File: src/core/htu_pkg.sv
package htu_pkg;
	localparam int ADDR_W = 3;
	localparam int DATA_W = 16;
	localparam int NUM_W  = 7;
	localparam int SEG_W  = 8;
	localparam int OFF_W  = 16;
	localparam int VSC_W  = 2;
	localparam int NA     = 4;
	localparam int NB     = 8;
	localparam int NFLAG  = NA + NB;

	// Register indices on the plain register port
	localparam logic [ADDR_W-1:0] REG_TFR  = 3'h0;
	localparam logic [ADDR_W-1:0] REG_VSEG = 3'h1;
	localparam logic [ADDR_W-1:0] REG_CPU1 = 3'h2;
	localparam logic [ADDR_W-1:0] REG_STAT = 3'h3;
	localparam logic [ADDR_W-1:0] REG_MASK = 3'h4;

	// Flag layout: class A in low bits, class B above
	localparam int FLG_SR0  = 0;
	localparam int FLG_SR1  = 4;
	localparam int VSC_LSB  = 0;

	localparam logic [SEG_W-1:0]  VSEG_RST = 8'h00;
	localparam logic [VSC_W-1:0]  VSC_RST  = 2'h0;
	localparam logic [NFLAG-1:0]  TFR_RST  = 12'h000;
	localparam int                BASE_SH  = 2;

	localparam logic [NUM_W-1:0] NUM_RESET = 7'h00;
	localparam logic [NUM_W-1:0] NUM_SR0   = 7'h02;
	localparam logic [NUM_W-1:0] NUM_STACK_OVERFLOW_FLAG = 7'h04;
	localparam logic [NUM_W-1:0] NUM_STACK_UNDERFLOW_FLAG = 7'h06;
	localparam logic [NUM_W-1:0] NUM_SBRK  = 7'h08;
	localparam logic [NUM_W-1:0] NUM_B     = 7'h0A;
	localparam logic [NUM_W-1:0] NUM_RSV_LO = 7'h0B;
	localparam logic [NUM_W-1:0] NUM_RSV_HI = 7'h0F;

	// Interrupt status bits
	localparam int ST_A   = 0;
	localparam int ST_B   = 1;
	localparam int ST_SW  = 2;
	localparam int ST_RSV = 3;
	localparam int NST    = 4;

	typedef enum logic [1:0] {HTU_PRIO_NONE, HTU_PRIO_B, HTU_PRIO_A, HTU_PRIO_RST} htu_prio_t;
	typedef enum logic [1:0] {HTU_KIND_RST, HTU_KIND_A, HTU_KIND_B, HTU_KIND_SW} htu_kind_t;
	typedef enum logic [1:0] {HTU_ST_RESET, HTU_ST_IDLE, HTU_ST_ISSUE} htu_state_t;
endpackage : htu_pkg

File: src/core/htu_vec_if.sv
`timescale 1ns/1ps
interface htu_vec_if;
	logic [htu_pkg::NUM_W-1:0]         num;
	logic [htu_pkg::SEG_W-1:0]         seg;
	logic [htu_pkg::VSC_W-1:0]         vsc;
	logic [htu_pkg::SEG_W+htu_pkg::OFF_W-1:0] addr;
	modport calc (input num, input seg, input vsc, output addr);
	modport user (output num, output seg, output vsc, input addr);
endinterface : htu_vec_if

File: src/core/htu_vec_calc.sv
`timescale 1ns/1ps
module htu_vec_calc (
	htu_vec_if.calc vif
);
	logic [htu_pkg::OFF_W-1:0] off;

	always_comb
	begin
		off = (htu_pkg::OFF_W)'({9'h0, vif.num} << (htu_pkg::BASE_SH + int'(vif.vsc)));
		vif.addr = {vif.seg, off};
	end
endmodule : htu_vec_calc

File: src/core/htu_prio.sv
`timescale 1ns/1ps
module htu_prio #(
	parameter int N = 4
) (
	input  wire logic [N-1:0]         req,
	output logic      [$clog2(N)-1:0] idx,
	output logic                      any
);
	always_comb
	begin
		idx = '0;
		any = 1'b0;
		for (int i = N - 1; i >= 0; i--)
		begin
			if (req[i])
			begin
				idx = ($clog2(N))'(i);
				any = 1'b1;
			end
		end
	end
endmodule : htu_prio

File: src/core/htu_top.sv
`timescale 1ns/1ps
module htu_top (
	input  wire logic [htu_pkg::NFLAG-1:0]  trap_ev,
	input  wire logic                       clk_sys,
	input  wire logic                       rst_n,
	input  wire logic                       sw_trap_req,
	input  wire logic [htu_pkg::NUM_W-1:0]  sw_trap_num,
	input  wire logic                       redirect_ack,
	input  wire logic                       svc_return,
	input  wire logic [htu_pkg::ADDR_W-1:0] reg_addr,
	input  wire logic [htu_pkg::DATA_W-1:0] reg_wdata,
	input  wire logic                       reg_wr,
	input  wire logic                       reg_rd,
	output logic      [htu_pkg::DATA_W-1:0] reg_rdata_q,
	output logic                            irq_q,
	output logic                            redirect_valid_q,
	output logic      [htu_pkg::NUM_W-1:0]  redirect_num_q,
	output logic      [23:0]                redirect_addr_q,
	output htu_pkg::htu_kind_t              redirect_kind_q,
	output logic                            irq_block_q
);
	htu_vec_if vif ();

	htu_pkg::htu_state_t              st_q, st_d;
	htu_pkg::htu_prio_t               cur_prio_q, cur_prio_d;
	htu_pkg::htu_prio_t               sav_prio_q, sav_prio_d;
	htu_pkg::htu_kind_t               kind_d;
	logic [htu_pkg::NFLAG-1:0]        tfr_q, tfr_d;
	logic [htu_pkg::NA-1:0]           pend_a_q, pend_a_d;
	logic                             pend_b_q, pend_b_d;
	logic                             sw_pend_q, sw_pend_d;
	logic [htu_pkg::NUM_W-1:0]        sw_num_q, sw_num_d;
	logic [htu_pkg::SEG_W-1:0]        vseg_q, vseg_d;
	logic [htu_pkg::VSC_W-1:0]        vsc_q, vsc_d;
	logic [htu_pkg::NST-1:0]          stat_q, stat_d;
	logic [htu_pkg::NST-1:0]          mask_q, mask_d;
	logic [htu_pkg::NST-1:0]          stat_ev;
	logic [htu_pkg::DATA_W-1:0]       rdata_d;
	logic                             irq_d;
	logic                             valid_d;
	logic [htu_pkg::NUM_W-1:0]        num_d;
	logic [23:0]                      addr_d;
	logic                             irq_block_d;
	logic                             issue;
	logic [htu_pkg::NUM_W-1:0]        sel_num;
	logic [$clog2(htu_pkg::NA)-1:0]   a_idx;
	logic                             a_any;

	htu_prio #(
		.N (htu_pkg::NA)
	) u_prio_a (
		.req (pend_a_q),
		.idx (a_idx),
		.any (a_any)
	);

	htu_vec_calc u_calc (
		.vif (vif.calc)
	);

	assign vif.num = sel_num;
	assign vif.seg = vseg_q;
	assign vif.vsc = vsc_q;

	// Trap selection and redirect sequencing
	always_comb
	begin
		st_d       = st_q;
		cur_prio_d = cur_prio_q;
		sav_prio_d = sav_prio_q;
		kind_d     = redirect_kind_q;
		sel_num    = htu_pkg::NUM_RESET;
		issue      = 1'b0;
		stat_ev    = '0;
		pend_a_d   = pend_a_q | trap_ev[htu_pkg::NA-1:0];
		pend_b_d   = pend_b_q | (|trap_ev[htu_pkg::NFLAG-1:htu_pkg::NA]);
		sw_pend_d  = sw_pend_q;
		sw_num_d   = sw_num_q;
		if (sw_trap_req && !sw_pend_q)
		begin
			sw_pend_d = 1'b1;
			sw_num_d  = sw_trap_num;
		end
		if (svc_return)
		begin
			cur_prio_d = sav_prio_q;
			sav_prio_d = htu_pkg::HTU_PRIO_NONE;
		end
		case (st_q)
			htu_pkg::HTU_ST_RESET:
			begin
				issue   = 1'b1;
				sel_num = htu_pkg::NUM_RESET;
				kind_d  = htu_pkg::HTU_KIND_RST;
			end
			htu_pkg::HTU_ST_IDLE:
			begin
				if (a_any && cur_prio_q < htu_pkg::HTU_PRIO_A)
				begin
					issue      = 1'b1;
					kind_d     = htu_pkg::HTU_KIND_A;
					sav_prio_d = cur_prio_q;
					cur_prio_d = htu_pkg::HTU_PRIO_A;
					stat_ev[htu_pkg::ST_A] = 1'b1;
					pend_a_d[a_idx] = trap_ev[a_idx];
					case (a_idx)
						2'd0: sel_num = htu_pkg::NUM_SR0;
						2'd1: sel_num = htu_pkg::NUM_STACK_OVERFLOW_FLAG;
						2'd2: sel_num = htu_pkg::NUM_STACK_UNDERFLOW_FLAG;
						default: sel_num = htu_pkg::NUM_SBRK;
					endcase
				end
				else if (pend_b_q && cur_prio_q < htu_pkg::HTU_PRIO_B)
				begin
					issue      = 1'b1;
					kind_d     = htu_pkg::HTU_KIND_B;
					sav_prio_d = cur_prio_q;
					cur_prio_d = htu_pkg::HTU_PRIO_B;
					stat_ev[htu_pkg::ST_B] = 1'b1;
					pend_b_d   = |trap_ev[htu_pkg::NFLAG-1:htu_pkg::NA];
					sel_num    = htu_pkg::NUM_B;
				end
				else if (sw_pend_q)
				begin
					issue     = 1'b1;
					kind_d    = htu_pkg::HTU_KIND_SW;
					sel_num   = sw_num_q;
					sw_pend_d = 1'b0;
					stat_ev[htu_pkg::ST_SW] = 1'b1;
					if (sw_num_q >= htu_pkg::NUM_RSV_LO && sw_num_q <= htu_pkg::NUM_RSV_HI)
					begin
						stat_ev[htu_pkg::ST_RSV] = 1'b1;
					end
				end
			end
			htu_pkg::HTU_ST_ISSUE:
			begin
				if (redirect_ack)
				begin
					st_d = htu_pkg::HTU_ST_IDLE;
				end
			end
			default:
			begin
				st_d = htu_pkg::HTU_ST_IDLE;
			end
		endcase
		if (issue)
		begin
			st_d = htu_pkg::HTU_ST_ISSUE;
		end
		valid_d = redirect_valid_q;
		num_d   = redirect_num_q;
		addr_d  = redirect_addr_q;
		if (issue)
		begin
			valid_d = 1'b1;
			num_d   = sel_num;
			addr_d  = vif.addr;
		end
		else if (st_q == htu_pkg::HTU_ST_ISSUE && redirect_ack)
		begin
			valid_d = 1'b0;
		end
		irq_block_d = (cur_prio_d != htu_pkg::HTU_PRIO_NONE);
	end

	always_ff @(posedge clk_sys)
	begin
		if (!rst_n)
		begin
			st_q             <= htu_pkg::HTU_ST_RESET;
			cur_prio_q       <= htu_pkg::HTU_PRIO_NONE;
			sav_prio_q       <= htu_pkg::HTU_PRIO_NONE;
			pend_a_q         <= '0;
			pend_b_q         <= 1'b0;
			sw_pend_q        <= 1'b0;
			sw_num_q         <= '0;
			redirect_valid_q <= 1'b0;
			redirect_num_q   <= '0;
			redirect_addr_q  <= '0;
			redirect_kind_q  <= htu_pkg::HTU_KIND_RST;
			irq_block_q      <= 1'b0;
		end
		else
		begin
			st_q             <= st_d;
			cur_prio_q       <= cur_prio_d;
			sav_prio_q       <= sav_prio_d;
			pend_a_q         <= pend_a_d;
			pend_b_q         <= pend_b_d;
			sw_pend_q        <= sw_pend_d;
			sw_num_q         <= sw_num_d;
			redirect_valid_q <= valid_d;
			redirect_num_q   <= num_d;
			redirect_addr_q  <= addr_d;
			redirect_kind_q  <= kind_d;
			irq_block_q      <= irq_block_d;
		end
	end

	// Register file, flags and interrupt
	always_comb
	begin
		// flags held until software writes one to clear
		tfr_d = tfr_q;
		if (reg_wr && reg_addr == htu_pkg::REG_TFR)
		begin
			tfr_d = tfr_q & ~reg_wdata[htu_pkg::NFLAG-1:0];
		end
		tfr_d  = tfr_d | trap_ev;
		vseg_d = vseg_q;
		vsc_d  = vsc_q;
		mask_d = mask_q;
		if (reg_wr && reg_addr == htu_pkg::REG_VSEG)
		begin
			vseg_d = reg_wdata[htu_pkg::SEG_W-1:0];
		end
		if (reg_wr && reg_addr == htu_pkg::REG_CPU1)
		begin
			vsc_d = reg_wdata[htu_pkg::VSC_LSB +: htu_pkg::VSC_W];
		end
		if (reg_wr && reg_addr == htu_pkg::REG_MASK)
		begin
			mask_d = reg_wdata[htu_pkg::NST-1:0];
		end
		stat_d  = stat_q;
		rdata_d = '0;
		if (reg_rd)
		begin
			case (reg_addr)
				htu_pkg::REG_TFR:  rdata_d = DATA_PAD(tfr_q);
				htu_pkg::REG_VSEG: rdata_d = {8'h00, vseg_q};
				htu_pkg::REG_CPU1: rdata_d = {14'h0, vsc_q};
				htu_pkg::REG_STAT:
				begin
					rdata_d = {12'h000, stat_q};
					stat_d  = '0;
				end
				htu_pkg::REG_MASK: rdata_d = {12'h000, mask_q};
				default:           rdata_d = '0;
			endcase
		end
		stat_d = stat_d | stat_ev;
		irq_d  = |(stat_d & mask_d);
	end

	function automatic logic [htu_pkg::DATA_W-1:0] DATA_PAD(input logic [htu_pkg::NFLAG-1:0] v);
		DATA_PAD = {4'h0, v};
	endfunction : DATA_PAD

	always_ff @(posedge clk_sys)
	begin
		if (!rst_n)
		begin
			tfr_q       <= htu_pkg::TFR_RST;
			vseg_q      <= htu_pkg::VSEG_RST;
			vsc_q       <= htu_pkg::VSC_RST;
			stat_q      <= '0;
			mask_q      <= '0;
			reg_rdata_q <= '0;
			irq_q       <= 1'b0;
		end
		else
		begin
			tfr_q       <= tfr_d;
			vseg_q      <= vseg_d;
			vsc_q       <= vsc_d;
			stat_q      <= stat_d;
			mask_q      <= mask_d;
			reg_rdata_q <= rdata_d;
			irq_q       <= irq_d;
		end
	end

	a_flag_sets: assert property (@(posedge clk_sys) disable iff (!rst_n)
		(|trap_ev) |=> ((tfr_q & $past(trap_ev)) == $past(trap_ev)))
		else $error("trap flag not set by its condition");

	a_class_a_num: assert property (@(posedge clk_sys) disable iff (!rst_n)
		(redirect_valid_q && redirect_kind_q == htu_pkg::HTU_KIND_A)
		|-> (redirect_num_q inside {7'h02, 7'h04, 7'h06, 7'h08}))
		else $error("class A trap on wrong number");

	a_class_b_num: assert property (@(posedge clk_sys) disable iff (!rst_n)
		(redirect_valid_q && redirect_kind_q == htu_pkg::HTU_KIND_B)
		|-> (redirect_num_q == 7'h0A && (!$rose(redirect_valid_q)
		|| redirect_addr_q[15:0] == 16'(16'h0028 << $past(vsc_q)))))
		else $error("class B trap not on shared vector");

	a_seg_source: assert property (@(posedge clk_sys) disable iff (!rst_n)
		$rose(redirect_valid_q) |-> (redirect_addr_q[23:16] == $past(vseg_q)))
		else $error("vector segment not from register");

	a_default_gap: assert property (@(posedge clk_sys) disable iff (!rst_n)
		($rose(redirect_valid_q) && $past(vsc_q) == 2'h0)
		|-> (redirect_addr_q[15:0] == {7'h00, redirect_num_q, 2'b00}))
		else $error("default spacing is not four bytes");

	a_hw_prompt: assert property (@(posedge clk_sys) disable iff (!rst_n)
		(st_q == htu_pkg::HTU_ST_IDLE && a_any && cur_prio_q < htu_pkg::HTU_PRIO_A)
		|=> (redirect_valid_q && redirect_kind_q == htu_pkg::HTU_KIND_A))
		else $error("class A trap not taken at once");

	a_block_reqs: assert property (@(posedge clk_sys) disable iff (!rst_n)
		($rose(redirect_valid_q) && redirect_kind_q inside {htu_pkg::HTU_KIND_A,
		htu_pkg::HTU_KIND_B}) |-> irq_block_q ##1 (irq_block_q || $past(svc_return)))
		else $error("requests not blocked in trap service");

	a_reset_first: assert property (@(posedge clk_sys) disable iff (!rst_n)
		(rst_n && !$past(rst_n)) |=> (redirect_valid_q && redirect_num_q == 7'h00
		&& redirect_kind_q == htu_pkg::HTU_KIND_RST))
		else $error("reset vector not taken first");

	a_rsv_flag: assert property (@(posedge clk_sys) disable iff (!rst_n)
		($rose(redirect_valid_q) && redirect_kind_q == htu_pkg::HTU_KIND_SW
		&& redirect_num_q inside {[7'h0B:7'h0F]}) |-> stat_q[htu_pkg::ST_RSV])
		else $error("reserved trap number not reported");
endmodule : htu_top

File: config.mk
export PLATFORM = sky130hd
export DESIGN_NAME = htu_top
export DESIGN_NICKNAME = d
export VERILOG_FILES = /design/src/core/htu_pkg.sv /design/src/core/htu_vec_if.sv /design/src/core/htu_vec_calc.sv /design/src/core/htu_prio.sv /design/src/core/htu_top.sv
export SDC_FILE = /design/constraint.sdc
export NUM_CORES = 1
export LEC_CHECK = 0
export ABC_AREA = 0
export BUFFER_PORTS_ARGS = -buffer_cell sky130_fd_sc_hd__buf_2
export CORE_UTILIZATION = 57
export DETAILED_ROUTE_END_ITERATION = 12
export PLACE_DENSITY = 0.84
export REMOVE_ABC_BUFFERS = 1
export SLEW_MARGIN = 20
export SYNTH_ARGS = -nofsm -noshare
export SYNTH_HDL_FRONTEND = slang
export SYNTH_SLANG_ARGS = --single-unit
File: constraint.sdc
create_clock -name clk_sys -period 5.94 [get_ports clk_sys]
set_input_delay 0.891 -clock clk_sys [delete_from_list [all_inputs] [get_ports clk_sys]]
set_output_delay 0.891 -clock clk_sys [all_outputs]
set_load 0.02 [all_outputs]
==> out/metrics.yaml, run 1 <==
timing.rr.end: "redirect_addr_q[8]"
drt_iter0_drc: 154
start_util: 0.592
leakagePower_nw: 1.98
critPathMaxFanout: 18
drc: 0
finalCritPeriodShare: 0.406
clock-sinks: 95
syn_area_per_cell_sq_um: 8.92
hp-class: "flip-flop to flip-flop"
drtAntennaViolNets: 0
die_area_sq_um: 7440
finalHoldViolCount: 0
io_pins: 97
fin_ws_ns: 3.53
grt_pass1_vias: 3341
crit_arrival_ns: 2.66
drive_gt1_frac: 0.230
tritoncts: "done"
synth_edf_count: 0
maxCapViolations: 0
critical_path_class: "primary input to flip-flop"
num-nets-final: 572
grt_max_degree: 47
layoutNonFillerInstCount: 623
r2r-start: "st_q[0]"
routabilityCongestion: 0.812
place_inst: 607
holdPathStages: 2
post-route-cell-area_sq_um: 4650
synthTopCellsByArea: "dfxtp_1 47%, mux2i_1 7.9%, nor2_1 6.0%, a21oi_1 5.3%, nand2_1 4.3%"
max_freq_mhz: 415
dr.pass1.iters: 4
ir_drop_mv: 0.164
synthToLayoutAreaGrowth_pct: 14.8
rsz0062_at_grt: "no"
clockRootBuffer: "clkbuf_8"
status: "finished clean"
antenna_found_initial: 0
cts_setup_buffers: 0
yosysSeqAreaShare: 0.470
rows: 30
fin_tns_setup_ns: 0
yosys.area.top_type: "dfxtp_1"
pre_cts_ws_ns: 3.12
core_sq_um: 6830
port_buffers: 86
cts.htree.levels: 3
clkTransAtPathRegs_ns: 0.10
synth-seq-cells: 95
final_common_cell: "dfxtp_1"
synth_top_area_frac: 0.470
fin_skew_ns: 0.0110
p_per_area_nw_per_um2: 257
syn-instance-count: 454
worstMarginPinSlew_ns: 1.02
via_count: 3527
endpoint_kind: "flip-flop"
holdCritStartpoint: "redirect_addr_q[19]"
drv_slew: 0
clk_latency_ns: 0.38
reg2reg_depth: 5
via_per_inst: 5.66
required_ns: 6.19
cts_buffers: 9
netlist_area_sq_um: 4050
wire_per_inst_um: 15.1
clk_path_buf_depth: 2
reg2reg_slack_ns: 3.56
track_usage: 0.267
ys.flop_type: "dfxtp_1"
die_h_um: 86.3
synth-warning-count: 0
holdWs_ns: 0.455
fillers: 585
setup_viol: 0
cp-start-kind: "primary input"
gr-total-overflow: 0
grt_pass1_wl_mm: 15.5
die_width_um: 86.3
dp_hpwl_mm: 6.57
hold_buffers: 0
placed_cell_area_sq_um: 4460
async_flop_share: 0
relSlewSlack: 0.312
wl_mm: 9.38
final.min_clock_period_ns: 2.41
diodes: 0
ys_types: 56
cts_resized: 0
whs_endpoint: "redirect_addr_q[19]"
layout_common_cells: "95 x dfxtp_1, 86 x buf_2, 65 x nor2_1"
## state kept, by name, summed over array words and instances, names as in the netlist, 2 cells and up
register and flops:
redirect_addr_q 22, vif.seg 8, cur_prio_q 2, mask_q 4, st_q 2, redirect_num_q 7, tfr_q 12, stat_q 4
sav_prio_q 2, redirect_kind_q 2, pend_a_q 4, reg_rdata_q 12, sw_num_q 7, vif.vsc 2
## logic make-up after synthesis
| group | synth area share |
|---|---|
| buffers and inverters | 0.0519 |
| adder cells (fa/ha/maj) | 0.0155 |
| other | 0.000926 |
| flip-flops | 0.470 |
| AND/OR/NAND/NOR | 0.196 |
| multiplexers | 0.101 |
| AO/OA/AOI/OAI | 0.165 |
## cell usage after synthesis, drive strengths merged (3+ instances only)
cell type,instances
a211oi,4
a21oi,43
a22oi,6
a311oi,4
a31oi,4
a32oi,4
and2,8
and3,5
buf,15
clkbuf,23
dfxtp,95
ha,5
inv,6
mux2,6
mux2i,32
nand2,46
nand2b,8
nand3,7
nand4,3
nor2,65
nor2b,5
nor3,5
nor3b,4
nor4,5
o211ai,3
o21a,3
o21ai,10
## where the power goes
part | total, mW | internal, mW | switching [mW]
Clock | 0.400 | 0.159 | 0.241
Sequential | 0.672 | 0.655 | 0.0176
Combinational | 0.123 | 0.0467 | 0.0760
Total | 1.19 | 0.860 | 0.335
## layer usage
| layer | share of wire | vias up | GRT usage |
|---|---|---|---|
| li1 | - | 1713 | - |
| met1 | 0.44 | 1650 | 0.341 |
| met2 | 0.47 | 143 | 0.430 |
| met3 | 0.055 | 21 | 0.0438 |
| met4 | 0.031 | 0 | 0.150 |
| met5 | 0 | - | 0 |
## through the flow
| step | power, mW | util |
|---|---|---|
| global placement | 0.803 | 0.653 |
| floorplan | 0.758 | - |
| finish | 1.19 | 0.680 |
| CTS | 1.20 | 0.680 |
| detailed placement | 0.807 | 0.653 |
| global route | 1.25 | 0.680 |
## how the worst max path moves through the flow
stage / startpoint / to / slack (ns) / cells past startpoint
2_1_floorplan: rst_n / redirect_addr_q[8] / 3.38 / 3
3_3_place_gp: rst_n / irq_q / 3.21 / 6
3_5_place_dp: reg_addr[0] / irq_q / 3.12 / 6
4_1_cts: reg_addr[0] / irq_q / 3.52 / 6
5_1_grt: rst_n / irq_q / 3.34 / 6
6_report: reg_addr[0] / irq_q / 3.53 / 6
## worst max-delay path: stages
cell and delay [ns]:
buf_2 0.22, nor4bb_1 0.91, mux2i_1 0.28, nor2_1 0.07, a22oi_1 0.20, o21ai_1 0.09
## layout make-up
class                           instances  area [sq um]  share of cell area
Multi-Input combinational cell        319          1960               0.422
Sequential cell                        95          1900               0.409
Timing Repair Buffer                   90           460              0.0991
Clock buffer                           10           128              0.0275
Tap cell                               96           120              0.0258
Clock inverter                          6          52.6              0.0113
Inverter                                7          26.3             0.00565
No activity file was read; power rests on OpenSTA's default activity.
==> inputs of run 2 (changes only) <==
--- a/config.mk
+++ b/config.mk
@@ -7,9 +7,9 @@
 export LEC_CHECK = 0
 export ABC_AREA = 0
 export BUFFER_PORTS_ARGS = -buffer_cell sky130_fd_sc_hd__buf_2
-export CORE_UTILIZATION = 57
+export CORE_UTILIZATION = 48
 export DETAILED_ROUTE_END_ITERATION = 12
-export PLACE_DENSITY = 0.84
+export PLACE_DENSITY = 0.76
 export REMOVE_ABC_BUFFERS = 1
 export SLEW_MARGIN = 20
 export SYNTH_ARGS = -nofsm -noshare
==> constraint.sdc (replaced) <==
create_clock -name clk_sys -period 2.1 [get_ports clk_sys]
set_input_delay 0.315 -clock clk_sys [delete_from_list [all_inputs] [get_ports clk_sys]]
set_output_delay 0.315 -clock clk_sys [all_outputs]
set_load 0.02 [all_outputs]
==> out/metrics.yaml, run 2 (synthesis gave the netlist of run 1 again) <==
fin_skew_ns: 0.0154  # +0.00441 ns
tritoncts: "done"
die_h_um: 93.8  # +8.8%
setup_viol: 0  # unchanged
fin_tns_setup_ns: 0  # unchanged
relSlewSlack: 0.594  # +0.282
clock-sinks: 95  # unchanged
timing.rr.end: "redirect_addr_q[7]"
max_freq_mhz: 502
cts_resized: 0  # unchanged
via_per_inst: 5.51  # -2.7%
cpPeakStageDelay_ns: 0.55  # -0.36 ns
die_area_sq_um: 8800  # +18%
hp-class: "primary input to flip-flop"
dp_hpwl_mm: 6.79  # +3.3%
worstMarginPinSlew_ns: 0.609  # -0.410 ns
cts_setup_buffers: 0  # unchanged
clk_path_buf_depth: 2  # unchanged
largest_reg_flops: 22  # unchanged
whs_endpoint: "tfr_q[10]"
crit_arrival_ns: 2.26  # -0.40 ns
endpoint_kind: "flip-flop"
rows: 33  # +10%
die_width_um: 93.8  # +8.8%
start_util: 0.495  # -0.0974
clkTransAtPathRegs_ns: 0.11  # about the same
r2r-start: "pend_b_q"
track_usage: 0.221  # -0.0463
rsz0062_at_grt: "no"
grt_pass1_wl_mm: 15.2  # -1.8%
fillers: 721  # +23%
maxCapViolations: 0  # unchanged
wl_mm: 9.47  # +0.98%
clk_latency_ns: 0.37  # about the same
critPathMaxFanout: 7  # -11
gr-total-overflow: 0  # unchanged
pre_cts_ws_ns: 0.165  # -2.95 ns
path_cells: "or3b_2 > o2111a_1 > buf_4 > a22o_1 > o31a_1"
path_buf_inv: 1  # unchanged
io_pins: 97  # unchanged
fin_ws_ns: 0.107  # -3.42 ns
crit_family: "compound AO/OA/AOI/OAI gates"
wire_per_inst_um: 14.6  # -3.1%
synthToLayoutAreaGrowth_pct: 19.2
cts_buffers: 9  # unchanged
regMostFlops: "redirect_addr_q"
cp-start-kind: "flip-flop"
post-route-cell-area_sq_um: 4820  # +3.8%
placed_cell_area_sq_um: 4610  # +3.4%
p_per_area_nw_per_um2: 736  # +190%
drv_slew: 0  # unchanged
drtAntennaViolNets: 0  # unchanged
status: "finished clean"
ir_drop_mv: 0.412  # +150%
grt_pass1_vias: 3189  # -4.5%
cts.htree.levels: 3  # unchanged
via_count: 3574  # +1.3%
holdCritStartpoint: "trap_ev[10]"
leakagePower_nw: 2.09  # +5.7%
finalHoldViolCount: 0  # unchanged
layout_common_cells: "95 x dfxtp_1, 86 x buf_2, 65 x nor2_1"
num-nets-final: 589  # +3.0%
drc: 0  # unchanged
routabilityCongestion: 0.891  # +9.7%
holdPathStages: 3  # +1
grt_max_degree: 48  # +2.1%
drt_iter0_drc: 175  # +14%
final.min_clock_period_ns: 1.99
diodes: 0  # unchanged
port_buffers: 86  # unchanged
hold_buffers: 0  # unchanged
reg2reg_slack_ns: 0.11  # -3.45 ns
critical_path_class: "flip-flop to flip-flop"
reg_top3: "redirect_addr_q (22), reg_rdata_q (12), tfr_q (12)"
core_sq_um: 8180  # +20%
final_common_cell: "dfxtp_1"
clockRootBuffer: "clkbuf_8"
dr.pass1.iters: 4  # unchanged
reg2reg_depth: 5  # unchanged
required_ns: 2.36  # -3.83 ns
drive_gt1_frac: 0.254  # +0.0241
antenna_found_initial: 0  # unchanged
finalCritPeriodShare: 0.949
slowest_stage: "or3b_2"
cp-startpoint: "pend_b_q"
[run 2: final cells by class]
cell class                      count  area (sq um)  share of cell area
Clock buffer                        9           124              0.0257
Clock inverter                      7          85.1              0.0176
Inverter                            7          26.3             0.00545
Multi-Input combinational cell    319          1950               0.405
Sequential cell                    95          1900               0.394
Tap cell                          105           131              0.0272
Timing Repair Buffer              107           601               0.125
[run 2: worst max-delay path by stage]
stage	slack [ns]	endpoint	depth (start not counted)
floorplan	-0.08	redirect_addr_q[5]	5
global placement	0.19	redirect_addr_q[7]	5
detailed placement	0.16	redirect_addr_q[7]	5
CTS	0.12	redirect_addr_q[7]	5
global route	0.001	redirect_addr_q[4]	5
finish	0.11	redirect_addr_q[7]	5
[run 2: per-layer routing]
| layer | track usage | wire (um) | share of wire | vias up |
|---|---|---|---|---|
| li1 | - | - | - | 1742 |
| met1 | 0.283 | 4310 | 0.45 | 1707 |
| met2 | 0.358 | 4490 | 0.47 | 109 |
| met3 | 0.0413 | 482 | 0.051 | 16 |
| met4 | 0.101 | 191 | 0.020 | 0 |
| met5 | 0 | 0 | 0 | - |
[run 2: worst reg2reg max path: cells and delay by family (launching register included)]
kind                   cells  cell delay [ns]
flip-flops                 1             0.37
AND/OR/NAND/NOR            1             0.55
AO/OA/AOI/OAI              3             0.76
buffers and inverters      1             0.21
[run 2: per-stage QoR]
| stage | std cells | power, mW | hold slack, ns | utilization |
|---|---|---|---|---|
| finish | 649 | 3.55 | 0.153 | 0.590 |
| CTS | 649 | 3.57 | 0.141 | 0.590 |
| detailed placement | 633 | 2.31 | 0.447 | 0.564 |
| global placement | 633 | 2.30 | 0.438 | 0.564 |
| floorplan | 421 | 2.14 | 0.430 | - |
| global route | 649 | 3.70 | 0.151 | 0.590 |
[run 2: report_power, final]
group          switching [mW]  total [mW]  internal, mW  leakage, nW
Combinational           0.220       0.375         0.155         1.21
Clock                   0.698        1.27         0.576        0.107
Sequential             0.0481        1.90          1.85        0.774
Total                   0.966        3.55          2.58         2.09
